==> src/rtl/adcc_pkg.sv <==
// Constants, state types and field layout of the converter control block
// What this block does
// - Byte-wide registers return one byte per access
// - Pointer persists; reads repeat same register
// - Result, limit, hysteresis reads use two bytes
// - Extra acknowledged bytes keep returning register data
// - Shared pin is alert or busy output
// - Open-drain alert, polarity from D0, low default
// - Configuration D2 enables alert signalling
// - Acknowledge alert response only while asserting alert
// - Alert response uses arbitration, lowest address wins
// - Alert when result above upper or below lower
// - Configuration write with D1 set clears alert
// - Hysteresis return below/above limits clears alert
// - High-speed master code is never acknowledged
// - Repeated start then address, device acknowledges
// - High-speed mode ends at STOP
// - Address from three-state select pin, sampled once
// - Start pin rising edge begins power-up
// - Falling edge holds, converts, then shuts down
// - Short high time still converts, result invalid
// - D5/D4 pick channel; both alternate per pulse
// - Limit and hysteresis registers are twelve bits
package adcc_pkg;
  localparam logic [2:0] ADDR_MSB      = 3'h2;
  localparam logic [6:0] ARA_ADDR      = 7'h0c;
  localparam logic [4:0] HS_CODE       = 5'h01;
  localparam logic [3:0] PTR_RESULT    = 4'h0;
  localparam logic [3:0] PTR_ALERT     = 4'h1;
  localparam logic [3:0] PTR_CONFIG    = 4'h2;
  localparam logic [3:0] PTR_CYCLE     = 4'h3;
  localparam logic [3:0] PTR_LO1       = 4'h4;
  localparam logic [3:0] PTR_HI1       = 4'h5;
  localparam logic [3:0] PTR_HYS1      = 4'h6;
  localparam logic [3:0] PTR_LO2       = 4'h7;
  localparam logic [3:0] PTR_HI2       = 4'h8;
  localparam logic [3:0] PTR_HYS2      = 4'h9;
  localparam int         CFG_POL       = 0;
  localparam int         CFG_CLR       = 1;
  localparam int         CFG_EN        = 2;
  localparam int         CFG_BUSY      = 3;
  localparam int         CFG_CH1       = 4;
  localparam int         CFG_CH2       = 5;
  localparam int         RES_INV_BIT   = 14;
  localparam int         RES_CH_BIT    = 12;
  localparam logic [7:0] CFG_RESET     = 8'h00;
  localparam logic [7:0] CYC_RESET     = 8'h00;
  localparam logic [11:0] HI_RESET     = 12'hfff;
  localparam logic [11:0] LO_RESET     = 12'h000;
  localparam logic [11:0] HYS_RESET    = 12'h000;
  localparam int         CLK_NS        = 20;
  localparam int         PWRUP_NS      = 1000;
  localparam int         CONV_NS       = 2000;
  localparam int         PWRUP_CYC     = (PWRUP_NS + CLK_NS - 1) / CLK_NS;
  localparam int         CONV_CYC      = CONV_NS / CLK_NS;

  typedef enum logic [2:0] {
    ADCC_IDLE     = 3'h0,
    ADCC_ADDR     = 3'h1,
    ADCC_ADDR_ACK = 3'h3,
    ADCC_WR       = 3'h2,
    ADCC_WR_ACK   = 3'h6,
    ADCC_RD       = 3'h7,
    ADCC_RD_ACK   = 3'h5
  } adcc_bus_e;

  typedef enum logic [1:0] {
    ADCC_SHUT  = 2'h0,
    ADCC_PWRUP = 2'h1,
    ADCC_CONV  = 2'h3
  } adcc_conv_e;
endpackage : adcc_pkg

==> src/rtl/adcc_sync.sv <==
// Two-stage synchroniser for pins from outside the clock domain
`timescale 1ns/10ps
`default_nettype none
module adcc_sync #(
  parameter int           W         = 1,
  parameter logic [W-1:0] RESET_VAL = '0
) (
  input  wire logic         clk,
  input  wire logic         resetn,
  input  wire logic [W-1:0] async_in,
  output logic      [W-1:0] sync_out
);
  logic [W-1:0] meta_reg;

  // First stage feeds only the second stage
  always_ff @(posedge clk) begin
    // Reset to the pins' idle levels so no false edge follows reset
    if (!resetn) begin
      meta_reg <= RESET_VAL;
      sync_out <= RESET_VAL;
    end else begin
      meta_reg <= async_in;
      sync_out <= meta_reg;
    end
  end
endmodule : adcc_sync
`default_nettype wire

==> src/rtl/adcc_convctl.sv <==
// Serial slave, alert and start-pin conversion control of a two-channel converter
`timescale 1ns/10ps
`default_nettype none
module adcc_convctl #(
  parameter logic [3:0] AS_LOW_CODE   = 4'h1, // Arbitrary value
  parameter logic [3:0] AS_HIGH_CODE  = 4'h2, // Arbitrary value
  parameter logic [3:0] AS_FLOAT_CODE = 4'h3  // Arbitrary value
) (
  input  wire logic        clk,
  input  wire logic        resetn,
  input  wire logic        scl_pin,
  input  wire logic        sda_pin,
  output logic             sda_out,
  output logic             sda_oe,
  output logic             alert_out,
  output logic             alert_oe,
  input  wire logic        conversion_start_n,
  input  wire logic        address_select_pin,
  input  wire logic        address_select_mid,
  input  wire logic [11:0] adc_code,
  output logic             adc_power_up,
  output logic             track_hold,
  output logic             conv_channel,
  output logic             result_invalid,
  output logic             hs_mode,
  output logic [3:0]       pointer_command_bits
);
  logic [4:0]        pins_s;
  logic              scl_s, sda_s, cs_s, as_hi_s, as_mid_s;
  logic              scl_d_reg, sda_d_reg, cs_d_reg;
  logic              scl_rise, scl_fall, start_ev, stop_ev, cs_rise, cs_fall;
  adcc_pkg::adcc_bus_e  state_reg;
  adcc_pkg::adcc_conv_e cv_state_reg;
  logic [3:0]        bit_cnt_reg;
  logic [7:0]        shift_reg;
  logic              sda_oe_reg, ara_reg, more_reg, rd_hi_reg;
  logic [15:0]       tx_word_reg;
  logic [7:0]        tx_byte;
  logic              tx_bit;
  logic [3:0]        ptr_reg, cmd_reg;
  logic              wr_first_reg, wr_pend_reg;
  logic [3:0]        wr_hold_reg;
  logic [7:0]        cfg_reg, cyc_reg;
  logic [11:0]       lim_hi_reg [2];
  logic [11:0]       lim_lo_reg [2];
  logic [11:0]       hyst_reg   [2];
  logic [15:0]       result_reg;
  logic [1:0]        hi_flag_reg, lo_flag_reg;
  logic [1:0]        hi_set, lo_set, hi_clr, lo_clr;
  logic [15:0]       rd_value;
  logic [3:0]        as_code_reg;
  logic              as_done_reg;
  logic [6:0]        dev_addr;
  logic              addr_end, dev_hit, ara_hit, hs_hit, wr_byte_done, cfg_clear;
  logic [7:0]        cv_cnt_reg;
  logic              seq_reg, conv_done, alert_asserted, pin_active;

  // Wide registers take two bytes per value
  function automatic logic is_wide(input logic [3:0] ptr);
    is_wide = (ptr == adcc_pkg::PTR_RESULT) || (ptr >= adcc_pkg::PTR_LO1 && ptr <= adcc_pkg::PTR_HYS2);
  endfunction : is_wide

  // Bus lines idle high, start and select pins idle low
  adcc_sync #(.W(5), .RESET_VAL(5'h18)) u_sync (
    .clk      (clk),
    .resetn   (resetn),
    .async_in ({scl_pin, sda_pin, conversion_start_n, address_select_pin, address_select_mid}),
    .sync_out (pins_s)
  );
  assign {scl_s, sda_s, cs_s, as_hi_s, as_mid_s} = pins_s;

  always_ff @(posedge clk) begin
    if (!resetn) begin
      scl_d_reg <= 1'b1;
      sda_d_reg <= 1'b1;
      cs_d_reg  <= 1'b0;
    end else begin
      scl_d_reg <= scl_s;
      sda_d_reg <= sda_s;
      cs_d_reg  <= cs_s;
    end
  end

  assign scl_rise = scl_s & ~scl_d_reg;
  assign scl_fall = ~scl_s & scl_d_reg;
  assign start_ev = scl_s & scl_d_reg & sda_d_reg & ~sda_s;
  assign stop_ev  = scl_s & scl_d_reg & ~sda_d_reg & sda_s;
  assign cs_rise  = cs_s & ~cs_d_reg;
  assign cs_fall  = ~cs_s & cs_d_reg;

  // Address decision happens on the falling clock after the eighth bit
  assign dev_addr = {adcc_pkg::ADDR_MSB, as_code_reg};
  assign addr_end = (state_reg == adcc_pkg::ADCC_ADDR) && scl_fall && (bit_cnt_reg == 4'h8);
  assign dev_hit  = (shift_reg[7:1] == dev_addr);
  assign ara_hit  = (shift_reg[7:1] == adcc_pkg::ARA_ADDR) && shift_reg[0] && alert_asserted;
  assign hs_hit   = (shift_reg[7:3] == adcc_pkg::HS_CODE);
  assign wr_byte_done = (state_reg == adcc_pkg::ADCC_WR) && scl_fall && (bit_cnt_reg == 4'h8);

  assign tx_byte = ara_reg ? {dev_addr, 1'b0} :
                   (is_wide(ptr_reg) && rd_hi_reg) ? tx_word_reg[15:8] : tx_word_reg[7:0];
  assign tx_bit  = tx_byte[~bit_cnt_reg[2:0]];

  // Bus state machine; SDA is only ever pulled low
  always_ff @(posedge clk) begin
    if (!resetn) begin
      state_reg   <= adcc_pkg::ADCC_IDLE;
      bit_cnt_reg <= 4'h0;
      shift_reg   <= 8'h00;
      sda_oe_reg  <= 1'b0;
      more_reg    <= 1'b0;
    end else if (stop_ev) begin
      state_reg  <= adcc_pkg::ADCC_IDLE;
      sda_oe_reg <= 1'b0;
    end else if (start_ev) begin
      state_reg   <= adcc_pkg::ADCC_ADDR;
      bit_cnt_reg <= 4'h0;
      sda_oe_reg  <= 1'b0;
    end else begin
      case (state_reg)
        adcc_pkg::ADCC_ADDR, adcc_pkg::ADCC_WR: begin
          if (scl_rise && bit_cnt_reg != 4'h8) begin
            shift_reg   <= {shift_reg[6:0], sda_s};
            bit_cnt_reg <= bit_cnt_reg + 4'h1;
          end else if (addr_end) begin
            if ((dev_hit || ara_hit) && !hs_hit) begin
              state_reg  <= adcc_pkg::ADCC_ADDR_ACK;
              sda_oe_reg <= 1'b1;
            end else begin
              state_reg <= adcc_pkg::ADCC_IDLE;
            end
          end else if (wr_byte_done) begin
            state_reg  <= adcc_pkg::ADCC_WR_ACK;
            sda_oe_reg <= 1'b1;
          end
        end
        adcc_pkg::ADCC_ADDR_ACK: begin
          if (scl_fall) begin
            bit_cnt_reg <= 4'h0;
            if (shift_reg[0]) begin
              state_reg  <= adcc_pkg::ADCC_RD;
              sda_oe_reg <= ~tx_bit;
            end else begin
              state_reg  <= adcc_pkg::ADCC_WR;
              sda_oe_reg <= 1'b0;
            end
          end
        end
        adcc_pkg::ADCC_WR_ACK: begin
          if (scl_fall) begin
            state_reg   <= adcc_pkg::ADCC_WR;
            bit_cnt_reg <= 4'h0;
            sda_oe_reg  <= 1'b0;
          end
        end
        adcc_pkg::ADCC_RD: begin
          if (scl_rise) begin
            // Released a one but the line is low: another slave won
            if (!sda_oe_reg && !sda_s) begin
              state_reg <= adcc_pkg::ADCC_IDLE;
            end
            bit_cnt_reg <= bit_cnt_reg + 4'h1;
          end else if (scl_fall) begin
            if (bit_cnt_reg == 4'h8) begin
              state_reg  <= adcc_pkg::ADCC_RD_ACK;
              sda_oe_reg <= 1'b0;
            end else begin
              sda_oe_reg <= ~tx_bit;
            end
          end
        end
        adcc_pkg::ADCC_RD_ACK: begin
          if (scl_rise) begin
            more_reg <= ~sda_s;
          end else if (scl_fall) begin
            bit_cnt_reg <= 4'h0;
            if (more_reg) begin
              state_reg  <= adcc_pkg::ADCC_RD;
              sda_oe_reg <= ~tx_bit;
            end else begin
              state_reg <= adcc_pkg::ADCC_IDLE;
            end
          end
        end
        default: begin
          state_reg  <= adcc_pkg::ADCC_IDLE;
          sda_oe_reg <= 1'b0;
        end
      endcase
    end
  end

  assign sda_out = 1'b0;
  assign sda_oe  = sda_oe_reg;

  // Read data: word latched per value so both bytes come from one sample
  always_ff @(posedge clk) begin
    if (!resetn) begin
      tx_word_reg <= 16'h0000;
      rd_hi_reg   <= 1'b1;
      ara_reg     <= 1'b0;
    end else if (addr_end) begin
      tx_word_reg <= rd_value;
      rd_hi_reg   <= 1'b1;
      ara_reg     <= ara_hit && !dev_hit;
    end else if (state_reg == adcc_pkg::ADCC_RD_ACK && scl_rise && !sda_s) begin
      if (is_wide(ptr_reg) && rd_hi_reg) begin
        rd_hi_reg <= 1'b0;
      end else begin
        tx_word_reg <= rd_value;
        rd_hi_reg   <= 1'b1;
      end
    end
  end

  always_comb begin
    rd_value = 16'h0000;
    case (ptr_reg)
      adcc_pkg::PTR_RESULT: rd_value = result_reg;
      adcc_pkg::PTR_ALERT:  rd_value = {12'h000, hi_flag_reg[1], lo_flag_reg[1], hi_flag_reg[0], lo_flag_reg[0]};
      adcc_pkg::PTR_CONFIG: rd_value = {8'h00, cfg_reg};
      adcc_pkg::PTR_CYCLE:  rd_value = {8'h00, cyc_reg};
      adcc_pkg::PTR_LO1:    rd_value = {4'h0, lim_lo_reg[0]};
      adcc_pkg::PTR_HI1:    rd_value = {4'h0, lim_hi_reg[0]};
      adcc_pkg::PTR_HYS1:   rd_value = {4'h0, hyst_reg[0]};
      adcc_pkg::PTR_LO2:    rd_value = {4'h0, lim_lo_reg[1]};
      adcc_pkg::PTR_HI2:    rd_value = {4'h0, lim_hi_reg[1]};
      adcc_pkg::PTR_HYS2:   rd_value = {4'h0, hyst_reg[1]};
      default:              rd_value = 16'h0000;
    endcase
  end

  // Writes: first byte loads the pointer, later bytes fill the register
  always_ff @(posedge clk) begin
    if (!resetn) begin
      ptr_reg      <= adcc_pkg::PTR_RESULT;
      cmd_reg      <= 4'h0;
      wr_first_reg <= 1'b1;
      wr_pend_reg  <= 1'b0;
      wr_hold_reg  <= 4'h0;
      cfg_reg      <= adcc_pkg::CFG_RESET;
      cyc_reg      <= adcc_pkg::CYC_RESET;
      lim_hi_reg   <= '{adcc_pkg::HI_RESET, adcc_pkg::HI_RESET};
      lim_lo_reg   <= '{adcc_pkg::LO_RESET, adcc_pkg::LO_RESET};
      hyst_reg     <= '{adcc_pkg::HYS_RESET, adcc_pkg::HYS_RESET};
    end else if (addr_end) begin
      wr_first_reg <= 1'b1;
      wr_pend_reg  <= 1'b0;
    end else if (wr_byte_done) begin
      if (wr_first_reg) begin
        ptr_reg      <= shift_reg[3:0];
        cmd_reg      <= shift_reg[7:4];
        wr_first_reg <= 1'b0;
      end else if (is_wide(ptr_reg) && !wr_pend_reg) begin
        wr_hold_reg <= shift_reg[3:0];
        wr_pend_reg <= 1'b1;
      end else begin
        wr_first_reg <= 1'b1;
        wr_pend_reg  <= 1'b0;
        case (ptr_reg)
          adcc_pkg::PTR_CONFIG: cfg_reg <= shift_reg;
          adcc_pkg::PTR_CYCLE:  cyc_reg <= shift_reg;
          adcc_pkg::PTR_LO1:    lim_lo_reg[0] <= {wr_hold_reg, shift_reg};
          adcc_pkg::PTR_HI1:    lim_hi_reg[0] <= {wr_hold_reg, shift_reg};
          adcc_pkg::PTR_HYS1:   hyst_reg[0]   <= {wr_hold_reg, shift_reg};
          adcc_pkg::PTR_LO2:    lim_lo_reg[1] <= {wr_hold_reg, shift_reg};
          adcc_pkg::PTR_HI2:    lim_hi_reg[1] <= {wr_hold_reg, shift_reg};
          adcc_pkg::PTR_HYS2:   hyst_reg[1]   <= {wr_hold_reg, shift_reg};
          default: ;
        endcase
      end
    end
  end

  assign pointer_command_bits = cmd_reg;
  assign cfg_clear = wr_byte_done && !wr_first_reg && (ptr_reg == adcc_pkg::PTR_CONFIG)
                     && shift_reg[adcc_pkg::CFG_CLR];

  // Address select is judged once, mid first address byte, to let a floating pin settle
  always_ff @(posedge clk) begin
    if (!resetn) begin
      as_code_reg <= AS_LOW_CODE;
      as_done_reg <= 1'b0;
    end else if (state_reg == adcc_pkg::ADCC_ADDR && scl_rise && bit_cnt_reg == 4'h3 && !as_done_reg) begin
      as_done_reg <= 1'b1;
      as_code_reg <= as_mid_s ? AS_FLOAT_CODE : (as_hi_s ? AS_HIGH_CODE : AS_LOW_CODE);
    end
  end

  always_ff @(posedge clk) begin
    if (!resetn) begin
      hs_mode <= 1'b0;
    end else if (stop_ev) begin
      hs_mode <= 1'b0;
    end else if (addr_end && hs_hit) begin
      hs_mode <= 1'b1;
    end
  end

  // Start pin sequencing: power-up on rise, hold and convert on fall
  always_ff @(posedge clk) begin
    if (!resetn) begin
      cv_state_reg   <= adcc_pkg::ADCC_SHUT;
      cv_cnt_reg     <= 8'h00;
      result_invalid <= 1'b0;
    end else begin
      case (cv_state_reg)
        adcc_pkg::ADCC_SHUT: begin
          cv_cnt_reg <= 8'h00;
          if (cs_rise) begin
            cv_state_reg <= adcc_pkg::ADCC_PWRUP;
          end else if (cs_fall) begin
            cv_state_reg   <= adcc_pkg::ADCC_CONV;
            result_invalid <= 1'b1;
          end
        end
        adcc_pkg::ADCC_PWRUP: begin
          if (cs_fall) begin
            cv_state_reg   <= adcc_pkg::ADCC_CONV;
            result_invalid <= (cv_cnt_reg < 8'(adcc_pkg::PWRUP_CYC));
            cv_cnt_reg     <= 8'h00;
          end else if (cv_cnt_reg != 8'hff) begin
            cv_cnt_reg <= cv_cnt_reg + 8'h01;
          end
        end
        adcc_pkg::ADCC_CONV: begin
          cv_cnt_reg <= cv_cnt_reg + 8'h01;
          if (conv_done) begin
            cv_state_reg <= adcc_pkg::ADCC_SHUT;
            cv_cnt_reg   <= 8'h00;
          end
        end
        default: cv_state_reg <= adcc_pkg::ADCC_SHUT;
      endcase
    end
  end

  assign conv_done    = (cv_state_reg == adcc_pkg::ADCC_CONV) && (cv_cnt_reg == 8'(adcc_pkg::CONV_CYC - 1));
  assign adc_power_up = (cv_state_reg != adcc_pkg::ADCC_SHUT);
  assign track_hold   = (cv_state_reg == adcc_pkg::ADCC_CONV);

  // Channel choice; with both selected, each pulse moves to the other channel
  always_ff @(posedge clk) begin
    if (!resetn) begin
      seq_reg      <= 1'b0;
      conv_channel <= 1'b0;
    end else if (cs_fall && cv_state_reg != adcc_pkg::ADCC_CONV) begin
      conv_channel <= cfg_reg[adcc_pkg::CFG_CH2] & (~cfg_reg[adcc_pkg::CFG_CH1] | seq_reg);
      if (cfg_reg[adcc_pkg::CFG_CH2] && cfg_reg[adcc_pkg::CFG_CH1]) begin
        seq_reg <= ~seq_reg;
      end
    end
  end

  always_ff @(posedge clk) begin
    if (!resetn) begin
      result_reg <= 16'h0000;
    end else if (conv_done) begin
      result_reg <= 16'h0000;
      result_reg[11:0] <= adc_code;
      result_reg[adcc_pkg::RES_CH_BIT] <= conv_channel;
      result_reg[adcc_pkg::RES_INV_BIT] <= result_invalid;
    end
  end

  // Set terms of the finishing conversion; clear terms of it and of a configuration clear
  always_comb begin
    hi_set = 2'h0;
    lo_set = 2'h0;
    hi_clr = {2{cfg_clear}};
    lo_clr = {2{cfg_clear}};
    if (conv_done) begin
      hi_set[conv_channel] = adc_code > lim_hi_reg[conv_channel];
      lo_set[conv_channel] = adc_code < lim_lo_reg[conv_channel];
      if ({1'b0, adc_code} + {1'b0, hyst_reg[conv_channel]} <= {1'b0, lim_hi_reg[conv_channel]}) begin
        hi_clr[conv_channel] = 1'b1;
      end
      if ({1'b0, adc_code} >= {1'b0, lim_lo_reg[conv_channel]} + {1'b0, hyst_reg[conv_channel]}) begin
        lo_clr[conv_channel] = 1'b1;
      end
    end
  end

  // Limit flags; a new violation wins over a clear in the same cycle
  always_ff @(posedge clk) begin
    if (!resetn) begin
      hi_flag_reg <= 2'h0;
      lo_flag_reg <= 2'h0;
    end else begin
      hi_flag_reg <= (hi_flag_reg & ~hi_clr) | hi_set;
      lo_flag_reg <= (lo_flag_reg & ~lo_clr) | lo_set;
    end
  end

  assign alert_asserted = cfg_reg[adcc_pkg::CFG_EN] & (|hi_flag_reg | |lo_flag_reg);
  assign pin_active     = cfg_reg[adcc_pkg::CFG_BUSY] ? adc_power_up : alert_asserted;

  // Open drain: active-high polarity is shown by releasing the line
  always_ff @(posedge clk) begin
    if (!resetn) begin
      alert_oe <= 1'b0;
    end else begin
      alert_oe <= cfg_reg[adcc_pkg::CFG_POL] ? ~pin_active : pin_active;
    end
  end

  assign alert_out = 1'b0;
endmodule : adcc_convctl
`default_nettype wire

==> config.mk <==
export PLATFORM = sky130hd
export DESIGN_NAME = adcc_convctl
export DESIGN_NICKNAME = d
export VERILOG_FILES = /design/src/rtl/adcc_pkg.sv /design/src/rtl/adcc_sync.sv /design/src/rtl/adcc_convctl.sv
export SDC_FILE = /design/constraint.sdc
export NUM_CORES = 1
export LEC_CHECK = 0
export ABC_AREA = 0
export ABC_CLOCK_PERIOD_IN_PS = 8800
export BUFFER_PORTS_ARGS = -buffer_cell sky130_fd_sc_hd__clkbuf_2
export CORE_UTILIZATION = 68
export CTS_BUF_LIST = sky130_fd_sc_hd__clkbuf_16
export CTS_CLUSTER_DIAMETER = 50
export CTS_CLUSTER_SIZE = 14
export DETAILED_ROUTE_END_ITERATION = 8
export MAX_ROUTING_LAYER = met4
export PLACE_DENSITY = 0.86
export SETUP_SLACK_MARGIN = 0.02
export SYNTH_ARGS = -nofsm -noshare
export SYNTH_HDL_FRONTEND = slang
export SYNTH_SLANG_ARGS = --single-unit
==> constraint.sdc <==
create_clock -name clk -period 8.8 [get_ports clk]
set_input_delay 0.88 -clock clk [delete_from_list [all_inputs] [get_ports clk]]
set_output_delay 0.88 -clock clk [all_outputs]
set_load 0.03 [all_outputs]
==> results of run 1 <==
-- report_power, final --
part | switching, mW | internal, mW | total [mW]
clock | 0.333 | 0.443 | 0.775
sequential | 0.00468 | 0.836 | 0.841
combinational | 0.0474 | 0.0333 | 0.0807
-- layout by cell type, fill, tap and decap left out, types with 5 or more instances in the layout --
cell       count
nor3_2         5
clkbuf_16     17
nand3_1      141
o21ai_0       54
xnor2_1       14
nand2b_1      19
a22oi_1       29
a211oi_1       6
nand4_1        9
a21boi_0      25
mux2i_1       55
xor2_1        10
a21boi_1      60
a221oi_1       9
nor2b_1       46
nor3b_1        7
o211ai_1       7
nor4_1         9
mux2_2        15
a21oi_1       39
and2_1        18
clkbuf_2      28
ha_1          77
inv_1         41
nor2_1        58
buf_4         16
a31oi_1       11
nor3_1        15
o21a_1        10
dfxtp_1      183
a222oi_1       6
a21o_1        10
nand2_1      190
o21bai_1       5
o31ai_1        7
-- per-layer routing --
| layer | part of all wire [%] | track usage, % | vias to the layer above | routed length (um) |
|---|---|---|---|---|
| li1 | - | - | 4792 | - |
| met4 | 4.3 | 17.17 | 0 | 1300 |
| met2 | 46 | 58.92 | 506 | 13850 |
| met5 | 0 | - | - | 0 |
| met3 | 9.0 | 8.856 | 111 | 2736 |
| met1 | 41 | 48.06 | 4805 | 12520 |
-- cells by family after synthesis --
group	share of synthesized area, %
flip-flops	33.14
multiplexers	6.574
other	0.03374
XOR/XNOR	1.891
buffers and inverters	5.234
adder cells (fa/ha/maj)	9.027
AND/OR/NAND/NOR	24.40
AO/OA/AOI/OAI	19.70
-- how the worst min path moves through the flow --
stage / endpoint / slack, ns / start
2_1_floorplan: u_sync.sync_out[3]$_SDFF_PN1_ / 0.39 / u_sync.meta_reg[3]$_SDFF_PN1_
3_3_place_gp: u_sync.sync_out[4]$_SDFF_PN1_ / 0.39 / u_sync.meta_reg[4]$_SDFF_PN1_
3_5_place_dp: u_sync.sync_out[3]$_SDFF_PN1_ / 0.40 / u_sync.meta_reg[3]$_SDFF_PN1_
4_1_cts: u_sync.sync_out[3]$_SDFF_PN1_ / 0.41 / u_sync.meta_reg[3]$_SDFF_PN1_
5_1_grt: u_sync.sync_out[4]$_SDFF_PN1_ / 0.43 / u_sync.meta_reg[4]$_SDFF_PN1_
6_report: u_sync.sync_out[3]$_SDFF_PN1_ / 0.41 / u_sync.meta_reg[3]$_SDFF_PN1_
-- worst max-delay path, cell delays in order (launching register included) --
cell,delay (ns)
dfxtp_2,0.74
buf_4,0.46
mux2i_1,0.46
inv_1,0.12
ha_1,0.29
a21oi_1,0.25
o211ai_1,0.18
a2111oi_0,0.66
nor3b_1,0.16
o21a_1,0.21
nor2_1,0.13
xnor2_1,0.09
ha_1,0.31
nand4_1,0.08
or3_1,0.30
o21ai_0,0.08
a31oi_1,0.08
nor4_1,0.30
o32ai_1,0.14
-- layout make-up --
cell class / instances / area [um2] / area share [%]
Sequential cell: 184 / 3685 / 31.18
Clock inverter: 13 / 155.1 / 1.313
Clock buffer: 17 / 425.4 / 3.600
Multi-Input combinational cell: 1041 / 6870 / 58.14
Timing Repair Buffer: 44 / 260.3 / 2.202
Inverter: 40 / 150.1 / 1.271
Tap cell: 216 / 270.3 / 2.287
-- per-stage QoR --
stage,hold slack [ns],setup WS [ns]
floorplan,0.3863,4.350
global placement,0.3930,3.977
detailed placement,0.3964,3.816
CTS,0.4131,3.771
global route,0.4274,3.414
finish,0.4109,3.634
==> results.txt, run 1 <==
----------------------------------------------------
[Outcome]
  Run status ... completed

[Worst setup path]
  Depth of the most critical reg-to-reg path ... 18
  Worst setup path startpoint ... conv_channel$_SDFFE_PN0P_
  Endpoint required time on the critical path ... 9.11 ns
  CP max FO ... 24
  Worst setup EP type ... flip-flop
  Crit Reg-Reg Startpoint ... conv_channel$_SDFFE_PN0P_
  Kind of start point of the critical path ... flip-flop
  Critical Path End ... hi_flag_reg[1]$_SDFF_PN0_
  Worst r2r dst ... hi_flag_reg[1]$_SDFF_PN0_
  Register-to-register setup slack ... 3.63 ns
  Critical path data arrival time ... 5.48 ns
  Critical setup path kind ... flip-flop to flip-flop

[STA]
  Hold Fails Final Rpt ... 0
  Worst-case clock skew ... 0.008788 ns
  Number of max-slew violations in the final report ... 0
  Period utilisation layout ... 58.71%
  Headroom to the max-slew limit ... 27.57%
  Setup repair after global routing missed its margin ... no
  Setup-failing EPs final ... 0
  Highest achievable clock rate ... 193.6 MHz
  Post-layout minimum cycle time ... 5.166 ns
  Slew at the pin closest to its max-slew limit ... 1.072 ns
  Aggregate negative setup slack ... 0 ns

[Clock tree]
  Setup bufs post-CTS ... 0
  Sinks on the clock net ... 184
  CTS buffer count ... 17
  Clock edge transition at the registers on the reported setup and hold paths ... 0.07 ns
  Clock latency reported for the late side of the worst-skew pair ... 0.43 ns
  Total number of H-tree levels ... 4
  TritonCTS clock tree ... built
  Hold bufs inserted after CTS ... 0
  Post-cts sizing count ... 0
  Clk root buf ... clkbuf_16
  Maximum clock path buffer count ... 2

[Yosys]
  Sequential element share of the synthesized area ... 33.14%
  Primary flip-flop cell chosen by synthesis mapping ... dfxtp_1
  Avg Inst Size Synth ... 8.222 um2
  Count of cell types in the netlist ... 85
  Proportion of register bits with asynchronous set or reset after synthesis ... 0%
  Cell count after synthesis ... 1352
  Area share of the largest cell type after synthesis ... 33.14%
  Synth warnings ... 0
  Cell types with the highest counts after synthesis ... 190 x nand2_1, 184 x dfxtp_1, 141 x nand3_1
  Synthesized cell area ... 11120 um2
  Largest area contributor in the synthesized netlist ... dfxtp_1
  Cell types with the largest area share after synthesis ... dfxtp_1 33%, ha_1 8.7%, nand2_1 6.4%
  Most repeated cell in the gate-level netlist after synthesis ... nand2_1
  Number of enable flip-flop cells after synthesis ... 0
  Count of state elements after synthesis ... 184

[Pwr]
  Post-layout total power ... 1.697 mW
  Power density cells ... 143.6 nW/um2
  Max IR drop VDD ... 0.1583 mV
  Leakage power total ... 4.645 nW

[Final layout]
  Number of antenna cells inserted ... 0
  Fraction of final layout cells with drive strength greater than 1 ... 7.916%
  Layout area overhead ... 6.303%
  Layout fillers ... 1232
  Non-filler instance count after layout ... 1555
  Cell area after layout ... 11820 um2
  Final nets ... 1426
  Post-Route Utilization ... 74.12%

[Routing]
  Detailed router's first-iteration violation count ... 1017
  Detailed Routing Iterations Pass 1 ... 8
  Via count of the routed design ... 10210
  WL per Instance ... 19.55 um
  Total Routed Length ... 30.41 mm
  Via density ... 6.568
  Residual DRC ... 0
  Antenna-violating nets left ... 0

[GRT]
  First-pass GRT wire length ... 48.64 mm
  Largest net degree at the start of global routing ... 91
  Overflow after GRT ... 0
  Initial antenna violation count ... 0
  Via count of the first global-routing pass ... 9476
  Total routing resource utilization after global routing ... 38.36%

[Placement]
  Post-DP Area ... 11240 um2
  Sum of net half-perimeters after detailed placement ... 21.01 mm
  GPL Wtd Cong ... 1.026
  Count of buffers from port buffering ... 29
  Cell total after placement ... 1525

[Floorplanning]
  Count of standard-cell rows ... 46
  Full die area ... 16860 um2
  Die height ... 129.9 um
  Area inside the core boundary ... 15940 um2
  Die width ... 129.9 um
  Initial Util ... 69.72%
  Number of placed I/O pins ... 32

[Min path]
  Class of the tightest hold or removal check ... flip-flop to flip-flop
  Number of cells traversed by the worst hold path ... 1

[Run]
  Max-cap violations ... 0

----------------------------------------------------
No activity file was read; power rests on OpenSTA's default activity.
==> inputs of run 2 (changes only) <==
--- a/config.mk
+++ b/config.mk
@@ -6,15 +6,15 @@
 export NUM_CORES = 1
 export LEC_CHECK = 0
 export ABC_AREA = 0
-export ABC_CLOCK_PERIOD_IN_PS = 8800
+export ABC_CLOCK_PERIOD_IN_PS = 5100
 export BUFFER_PORTS_ARGS = -buffer_cell sky130_fd_sc_hd__clkbuf_2
-export CORE_UTILIZATION = 68
+export CORE_UTILIZATION = 63
 export CTS_BUF_LIST = sky130_fd_sc_hd__clkbuf_16
 export CTS_CLUSTER_DIAMETER = 50
 export CTS_CLUSTER_SIZE = 14
 export DETAILED_ROUTE_END_ITERATION = 8
 export MAX_ROUTING_LAYER = met4
-export PLACE_DENSITY = 0.86
+export PLACE_DENSITY = 0.8
 export SETUP_SLACK_MARGIN = 0.02
 export SYNTH_ARGS = -nofsm -noshare
 export SYNTH_HDL_FRONTEND = slang
==> constraint.sdc (replaced) <==
create_clock -name clk -period 5.1 [get_ports clk]
set_input_delay 0.51 -clock clk [delete_from_list [all_inputs] [get_ports clk]]
set_output_delay 0.51 -clock clk [all_outputs]
set_load 0.03 [all_outputs]
==> run 2 against run 1 <==
Compared with the run above:
- combinational power up 72%
- global-route usage decreased by 2.8 points
- cell count grew 0.84%
- wire length rose by 0.86%
- design area grew 0.32%
- via count down 0.56%
- utilization fell by 5.3 points
- register-to-register slack got worse by 3.1 ns
- first-iteration DRC count is 7.5% higher
- critical endpoint unchanged
==> results.txt, run 2 (synthesized netlist as in run 1, its figures left out) <==
----------------------------------------------------
[Clock tree]
  Setup bufs post-CTS ... 0 (unchanged)
  Post-cts sizing count ... 0 (unchanged)
  Sinks on the clock net ... 184 (unchanged)
  CTS buffer count ... 17 (unchanged)
  Clock edge transition at the registers on the reported setup and hold paths ... 0.07 ns (about the same)
  Clock latency reported for the late side of the worst-skew pair ... 0.44 ns (was 0.43 ns)
  Hold bufs inserted after CTS ... 0 (unchanged)
  Total number of H-tree levels ... 4 (unchanged)
  Maximum clock path buffer count ... 2 (unchanged)
  TritonCTS clock tree ... built (unchanged)
  Clk root buf ... clkbuf_16 (unchanged)

[STA]
  Setup repair after global routing missed its margin ... no (unchanged)
  Period utilisation layout ... 89.12% (was 58.71%)
  Aggregate negative setup slack ... 0 ns (unchanged)
  Worst-case clock skew ... 0.01124 ns (was 0.008788 ns)
  Highest achievable clock rate ... 220.0 MHz (was 193.6 MHz)
  Post-layout minimum cycle time ... 4.545 ns (was 5.166 ns)
  Headroom to the max-slew limit ... 30.72% (was 27.57%)
  Number of max-slew violations in the final report ... 0 (unchanged)
  Slew at the pin closest to its max-slew limit ... 1.039 ns (was 1.072 ns)
  Setup-failing EPs final ... 0 (unchanged)
  Hold Fails Final Rpt ... 0 (unchanged)

[Floorplanning]
  Die width ... 134.8 um (was 129.9 um)
  Count of standard-cell rows ... 48 (was 46)
  Area inside the core boundary ... 17240 um2 (was 15940 um2)
  Full die area ... 18180 um2 (was 16860 um2)
  Initial Util ... 64.49% (was 69.72%)
  Die height ... 134.8 um (was 129.9 um)
  Number of placed I/O pins ... 32 (unchanged)

[Placement]
  Count of buffers from port buffering ... 29 (unchanged)
  GPL Wtd Cong ... 0.9478 (was 1.026)
  Sum of net half-perimeters after detailed placement ... 21.67 mm (was 21.01 mm)

[Final layout]
  Number of antenna cells inserted ... 0 (unchanged)
  Layout fillers ... 1423 (was 1232)
  Final nets ... 1429 (was 1426)
  Top library cells by usage in the layout, fill and taps aside ... 190 x nand2_1, 183 x dfxtp_1, 141 x nand3_1 (unchanged)
  Fraction of final layout cells with drive strength greater than 1 ... 8.116% (was 7.916%)
  Post-Route Utilization ... 68.77% (was 74.12%)
  Layout area overhead ... 6.641% (was 6.303%)
  Most common library cell in the layout ignoring fill and taps ... nand2_1 (unchanged)

[Worst setup path]
  CP max FO ... 14 (was 24)
  Crit Reg-Reg Startpoint ... conv_channel$_SDFFE_PN0P_ (unchanged)
  Worst setup path startpoint ... conv_channel$_SDFFE_PN0P_ (unchanged)
  Kind of start point of the critical path ... flip-flop (unchanged)
  Worst setup EP type ... flip-flop (unchanged)
  Endpoint required time on the critical path ... 5.41 ns (was 9.11 ns)
  Critical setup path kind ... flip-flop to flip-flop (unchanged)
  Critical path data arrival time ... 4.86 ns (was 5.48 ns)

[GRT]
  Via count of the first global-routing pass ... 9370 (was 9476)
  Initial antenna violation count ... 0 (unchanged)
  Largest net degree at the start of global routing ... 71 (was 91)
  Total routing resource utilization after global routing ... 35.55% (was 38.36%)
  Overflow after GRT ... 0 (unchanged)
  First-pass GRT wire length ... 49.18 mm (was 48.64 mm)

[Pwr]
  Net switching component of the power ... 0.6682 mW (was 0.3847 mW)
  Cell-internal power ... 2.263 mW (was 1.312 mW)
  Share of total power in the clock network ... 45.8% (was 45.7%)
  Max IR drop VDD ... 0.2757 mV (was 0.1583 mV)
  Leakage power total ... 4.664 nW (was 4.645 nW)
  Switching portion of total power ... 22.80% (was 22.67%)
  Combinational group share of total power ... 4.8% (about the same)
  Power density cells ... 247.3 nW/um2 (was 143.6 nW/um2)
  Post-layout total power ... 2.931 mW (was 1.697 mW)
  Sequential cell fraction of total power ... 49.5% (was 49.6%)

[Min path]
  Class of the tightest hold or removal check ... input port to flip-flop (was flip-flop to flip-flop)
  Origin of the worst min-delay path ... sda_pin (was u_sync.meta_reg[3]$_SDFF_PN1_)

[Routing]
  Residual DRC ... 0 (unchanged)
  Via density ... 6.478 (was 6.568)
  WL per Instance ... 19.56 um (was 19.55 um)
  Total Routed Length ... 30.67 mm (was 30.41 mm)
  Detailed Routing Iterations Pass 1 ... 7 (was 8)
  Detailed router's first-iteration violation count ... 1093 (was 1017)
  Via count of the routed design ... 10160 (was 10210)
  Antenna-violating nets left ... 0 (unchanged)

[Run]
  Max-cap violations ... 0 (unchanged)

[Outcome]
  Run status ... completed (unchanged)

----------------------------------------------------
run 2: cell types whose count changed in the layout (fill, tap and decap cells not counted):
cell / change
buf_4: +3
clkinv_4: +2
inv_6: -2
inv_1: +1
run 2: cell type report:
type	count	area (um2)	share of cell area, %
multi-input cells	1041	6870	57.96
flip-flops and latches	184	3685	31.08
clock buffers	17	425.4	3.589
repair buffers	47	282.8	2.385
well taps	225	281.5	2.375
clock inverters	14	158.9	1.341
inverters	40	150.1	1.267
run 2: worst paths after layout:
path | end | slack (ns) | cells past startpoint
hold reg to reg | u_sync.sync_out[4]$_SDFF_PN1_ | 0.41 | 1
hold / removal | u_sync.meta_reg[3]$_SDFF_PN1_ | 0.25 | 2
setup reg to reg | hi_flag_reg[1]$_SDFF_PN0_ | 0.56 | 17
setup / recovery | hi_flag_reg[1]$_SDFF_PN0_ | 0.56 | 17
run 2: power groups by stage:
stage               clock network [mW]  registers (mW)  logic [mW]
floorplan                            0            1.48       0.101
global placement                     0            1.48       0.135
detailed placement                   0            1.48       0.137
CTS                               1.33            1.45       0.137
global route                      1.40            1.45       0.154
finish                            1.34            1.45       0.139
run 2: metrics by stage:
step / cells / setup slack, ns / area (um2) / hold slack (ns)
2_1_floorplan: 1353 / 0.6505 / 11120 / 0.3863
3_3_place_gp: 1537 / 0.8199 / 11270 / 0.3907
3_5_place_dp: 1537 / 0.6446 / 11270 / 0.4018
4_1_cts: 1568 / 0.5811 / 11850 / 0.2483
5_1_grt: 1568 / 0.1382 / 11850 / 0.2616
6_report: 1568 / 0.5551 / 11850 / 0.2499
run 2: critical path, stage by stage, from the launching register on:
cell and delay (ns):
dfxtp_2 0.58, mux2i_1 0.48, inv_1 0.13, ha_1 0.29, a21oi_1 0.26, o211ai_1 0.20
a2111oi_0 0.61, nor3b_1 0.15, o21a_1 0.20, nor2_1 0.12, xnor2_1 0.08, ha_1 0.30
nand4_1 0.09, or3_1 0.32, o21ai_0 0.08, a31oi_1 0.08, nor4_1 0.30, o32ai_1 0.13
run 2: layer usage:
metal	part of all wire [%]	up-vias	wire (um)	global-route usage (%)
met3	8.1	107	2493	6.494
met4	4.1	0	1249	14.61
li1	-	4781	-	-
met1	43	4769	13200	46.30
met2	45	500	13730	54.27
met5	0	-	0	-
==> inputs of run 3 (changes only) <==
--- a/config.mk
+++ b/config.mk
@@ -8,6 +8,7 @@
 export ABC_AREA = 0
 export ABC_CLOCK_PERIOD_IN_PS = 5100
 export BUFFER_PORTS_ARGS = -buffer_cell sky130_fd_sc_hd__clkbuf_2
+export CORE_ASPECT_RATIO = 0.5
 export CORE_UTILIZATION = 63
 export CTS_BUF_LIST = sky130_fd_sc_hd__clkbuf_16
 export CTS_CLUSTER_DIAMETER = 50
==> run 3 against run 2 <==
Compared with the run above:
- global-route usage rose by 1.3 points
- fmax up 2.5%
- worst hold slack gained 0.0032 ns
- first-iteration DRC count shrank 5.5%
- utilization grew 2.0 points
- register-to-register slack better by 0.11 ns
- clock skew rose by 0.0064 ns
- worst setup slack better by 0.11 ns
- via count up 0.96%
- largest cell class unchanged
- largest power group unchanged
==> results.txt, run 3 (synthesized netlist as in run 1, its figures left out) <==
----------------------------------------------------
[Pwr]
  Power density cells ... 251.5 nW/um2 (was 247.3 nW/um2)
  Max IR drop VDD ... 0.2912 mV (was 0.2757 mV)
  Leakage power total ... 4.677 nW (was 4.664 nW)

[Floorplanning]
  Full die area ... 18210 um2 (was 18180 um2)
  Initial Util ... 66.15% (was 64.49%)
  Die width ... 189.9 um (was 134.8 um)
  Die height ... 95.93 um (was 134.8 um)
  Number of placed I/O pins ... 32 (unchanged)
  Area inside the core boundary ... 16800 um2 (was 17240 um2)
  Count of standard-cell rows ... 33 (was 48)

[Final layout]
  Layout area overhead ... 7.024% (was 6.641%)
  Non-filler instance count after layout ... 1572 (was 1568)
  Cell area after layout ... 11900 um2 (was 11850 um2)
  Most common library cell in the layout ignoring fill and taps ... nand2_1 (unchanged)
  Top library cells by usage in the layout, fill and taps aside ... 190 x nand2_1, 183 x dfxtp_1, 141 x nand3_1 (unchanged)
  Final nets ... 1427 (was 1429)
  Fraction of final layout cells with drive strength greater than 1 ... 8.420% (was 8.116%)

[Min path]
  Class of the tightest hold or removal check ... input port to flip-flop (unchanged)
  Origin of the worst min-delay path ... sda_pin (unchanged)
  Hold path endpoint ... u_sync.meta_reg[3]$_SDFF_PN1_ (unchanged)
  Number of cells traversed by the worst hold path ... 2 (unchanged)

[Worst setup path]
  Worst r2r dst ... lo_flag_reg[0]$_SDFF_PN0_ (was hi_flag_reg[1]$_SDFF_PN0_)
  Slowest stage cell, crit path ... or4_1 (was a2111oi_0)
  Kind of start point of the critical path ... flip-flop (unchanged)
  Endpoint required time on the critical path ... 5.44 ns (was 5.41 ns)
  Crit Reg-Reg Startpoint ... conv_channel$_SDFFE_PN0P_ (unchanged)
  CP max FO ... 12 (was 14)
  Logic depth of the worst path, buffers included ... 17 (unchanged)
  Critical path data arrival time ... 4.78 ns (was 4.86 ns)
  Worst path max stage delay ... 0.55 ns (was 0.61 ns)
  Register-to-register setup slack ... 0.66 ns (was 0.56 ns)
  Worst-path cell chain ... mux2i_1, inv_1, ha_1, a211oi_1, o21ai_0, a21oi_1, o21ai_0, a21oi_1, a21oi_1, xnor2_1, ha_1, or4_1, a221oi_1, a2111o_1, a31o_2, o311ai_0, o31ai_1 (was mux2i_1, inv_1, ha_1, a21oi_1, o211ai_1, a2111oi_0, nor3b_1, o21a_1, nor2_1, xnor2_1, ha_1, nand4_1, or3_1, o21ai_0, a31oi_1, nor4_1, o32ai_1)
  Worst setup EP type ... flip-flop (unchanged)
  Cell repeated most along the worst path ... a21oi_1 (was ha_1)
  CP Buf/Inv Count ... 1 (unchanged)
  CP top delay family ... compound AO/OA/AOI/OAI gates (unchanged)
  Depth of the most critical reg-to-reg path ... 17 (unchanged)
  Critical setup path kind ... flip-flop to flip-flop (unchanged)

[STA]
  Worst slack on hold paths ... 0.2531 ns (was 0.2499 ns)
  Aggregate negative setup slack ... 0 ns (unchanged)
  Worst-case clock skew ... 0.01761 ns (was 0.01124 ns)
  Setup repair after global routing missed its margin ... no (unchanged)
  Headroom to the max-slew limit ... 25.78% (was 30.72%)
  Post-layout minimum cycle time ... 4.436 ns (was 4.545 ns)
  Number of max-slew violations in the final report ... 0 (unchanged)
  Hold Fails Final Rpt ... 0 (unchanged)
  Highest achievable clock rate ... 225.4 MHz (was 220.0 MHz)
  Period utilisation layout ... 86.98% (was 89.12%)
  Setup-failing EPs final ... 0 (unchanged)
  Slew at the pin closest to its max-slew limit ... 1.099 ns (was 1.039 ns)

[GRT]
  Largest net degree at the start of global routing ... 91 (was 71)
  Total routing resource utilization after global routing ... 36.83% (was 35.55%)
  First-pass GRT wire length ... 50.43 mm (was 49.18 mm)
  Overflow after GRT ... 0 (unchanged)
  Via count of the first global-routing pass ... 9337 (was 9370)
  Initial antenna violation count ... 3 (was 0)

[Routing]
  WL per Instance ... 20.36 um (was 19.56 um)
  Antenna-violating nets left ... 0 (unchanged)
  Total Routed Length ... 32.01 mm (was 30.67 mm)
  Detailed router's first-iteration violation count ... 1033 (was 1093)
  Residual DRC ... 0 (unchanged)
  Via count of the routed design ... 10250 (was 10160)
  Via density ... 6.523 (was 6.478)
  Detailed Routing Iterations Pass 1 ... 7 (unchanged)

[Clock tree]
  Setup bufs post-CTS ... 0 (unchanged)
  TritonCTS clock tree ... built (unchanged)
  Total number of H-tree levels ... 4 (unchanged)
  Post-cts sizing count ... 0 (unchanged)
  Maximum clock path buffer count ... 2 (unchanged)
  Hold bufs inserted after CTS ... 0 (unchanged)
  Clock latency reported for the late side of the worst-skew pair ... 0.45 ns (was 0.44 ns)
  Clk root buf ... clkbuf_16 (unchanged)
  Clock edge transition at the registers on the reported setup and hold paths ... 0.08 ns (was 0.07 ns)
  Sinks on the clock net ... 184 (unchanged)
  CTS buffer count ... 17 (unchanged)

[Placement]
  GPL Wtd Cong ... 0.9835 (was 0.9478)
  Cell total after placement ... 1537 (unchanged)
  Post-DP Area ... 11260 um2 (was 11270 um2)
  Count of buffers from port buffering ... 29 (unchanged)
  Sum of net half-perimeters after detailed placement ... 22.69 mm (was 21.67 mm)

[Run]
  Max-cap violations ... 0 (unchanged)

[Outcome]
  Run status ... completed (unchanged)

----------------------------------------------------
run 3: cell count changes in the layout (fill, tap and decap cells not counted):
cell,change
inv_8,+5
clkinv_8,+4
diode_2,+3
buf_4,-2
bufinv_16,-2
clkinv_1,-2
clkinvlp_4,-2
inv_1,-2
clkinv_2,-1
clkinv_4,-1
inv_12,+1
inv_6,+1
nor3b_1,-1
nor3b_2,+1
run 3: power by group:
group | internal (mW) | switching (mW)
Combinational | 0.0582 | 0.0849
Sequential | 1.44 | 0.00817
Clock | 0.717 | 0.682
Total | 2.22 | 0.775
run 3: layout make-up:
| type | instances | area (um2) |
|---|---|---|
| Fill cell | 1324 | 4908 |
| Tap cell | 227 | 284.0 |
| Antenna cell | 3 | 7.507 |
| Clock buffer | 17 | 425.4 |
| Clock inverter | 15 | 201.4 |
| Multi-Input combinational cell | 1041 | 6875 |
| Inverter | 40 | 150.1 |
| Sequential cell | 184 | 3685 |
| Timing Repair Buffer | 45 | 267.8 |
run 3: routing by layer:
layer  global-route usage [%]  up-vias  routed length [um]  share of wire [%]
met1                    49.34     4865               14210                 44
met2                    53.65      540               13240                 41
li1                         -     4784                   -                  -
met4                    8.938        0                 579                1.8
met3                    11.56       65                3978                 12
met5                        -        -                   0                  0
run 3: metrics by stage:
stage          util, %  total power [mW]  worst slack, ns
6_report         70.79             2.992           0.6640
5_1_grt          70.79             3.069           0.2458
4_1_cts          70.75             2.994           0.7112
3_5_place_dp     67.02             1.623           0.7549
3_3_place_gp     67.02             1.618           0.9010
2_1_floorplan        -             1.581           0.6505
run 3: worst max path at each step:
stage,from,end
final,conv_channel$_SDFFE_PN0P_,lo_flag_reg[0]$_SDFF_PN0_
after global routing,conv_channel$_SDFFE_PN0P_,lo_flag_reg[0]$_SDFF_PN0_
after CTS,conv_channel$_SDFFE_PN0P_,lo_flag_reg[0]$_SDFF_PN0_
after detailed placement,conv_channel$_SDFFE_PN0P_,lo_flag_reg[0]$_SDFF_PN0_
after global placement,conv_channel$_SDFFE_PN0P_,hi_flag_reg[1]$_SDFF_PN0_
after floorplan,conv_channel$_SDFFE_PN0P_,hi_flag_reg[1]$_SDFF_PN0_
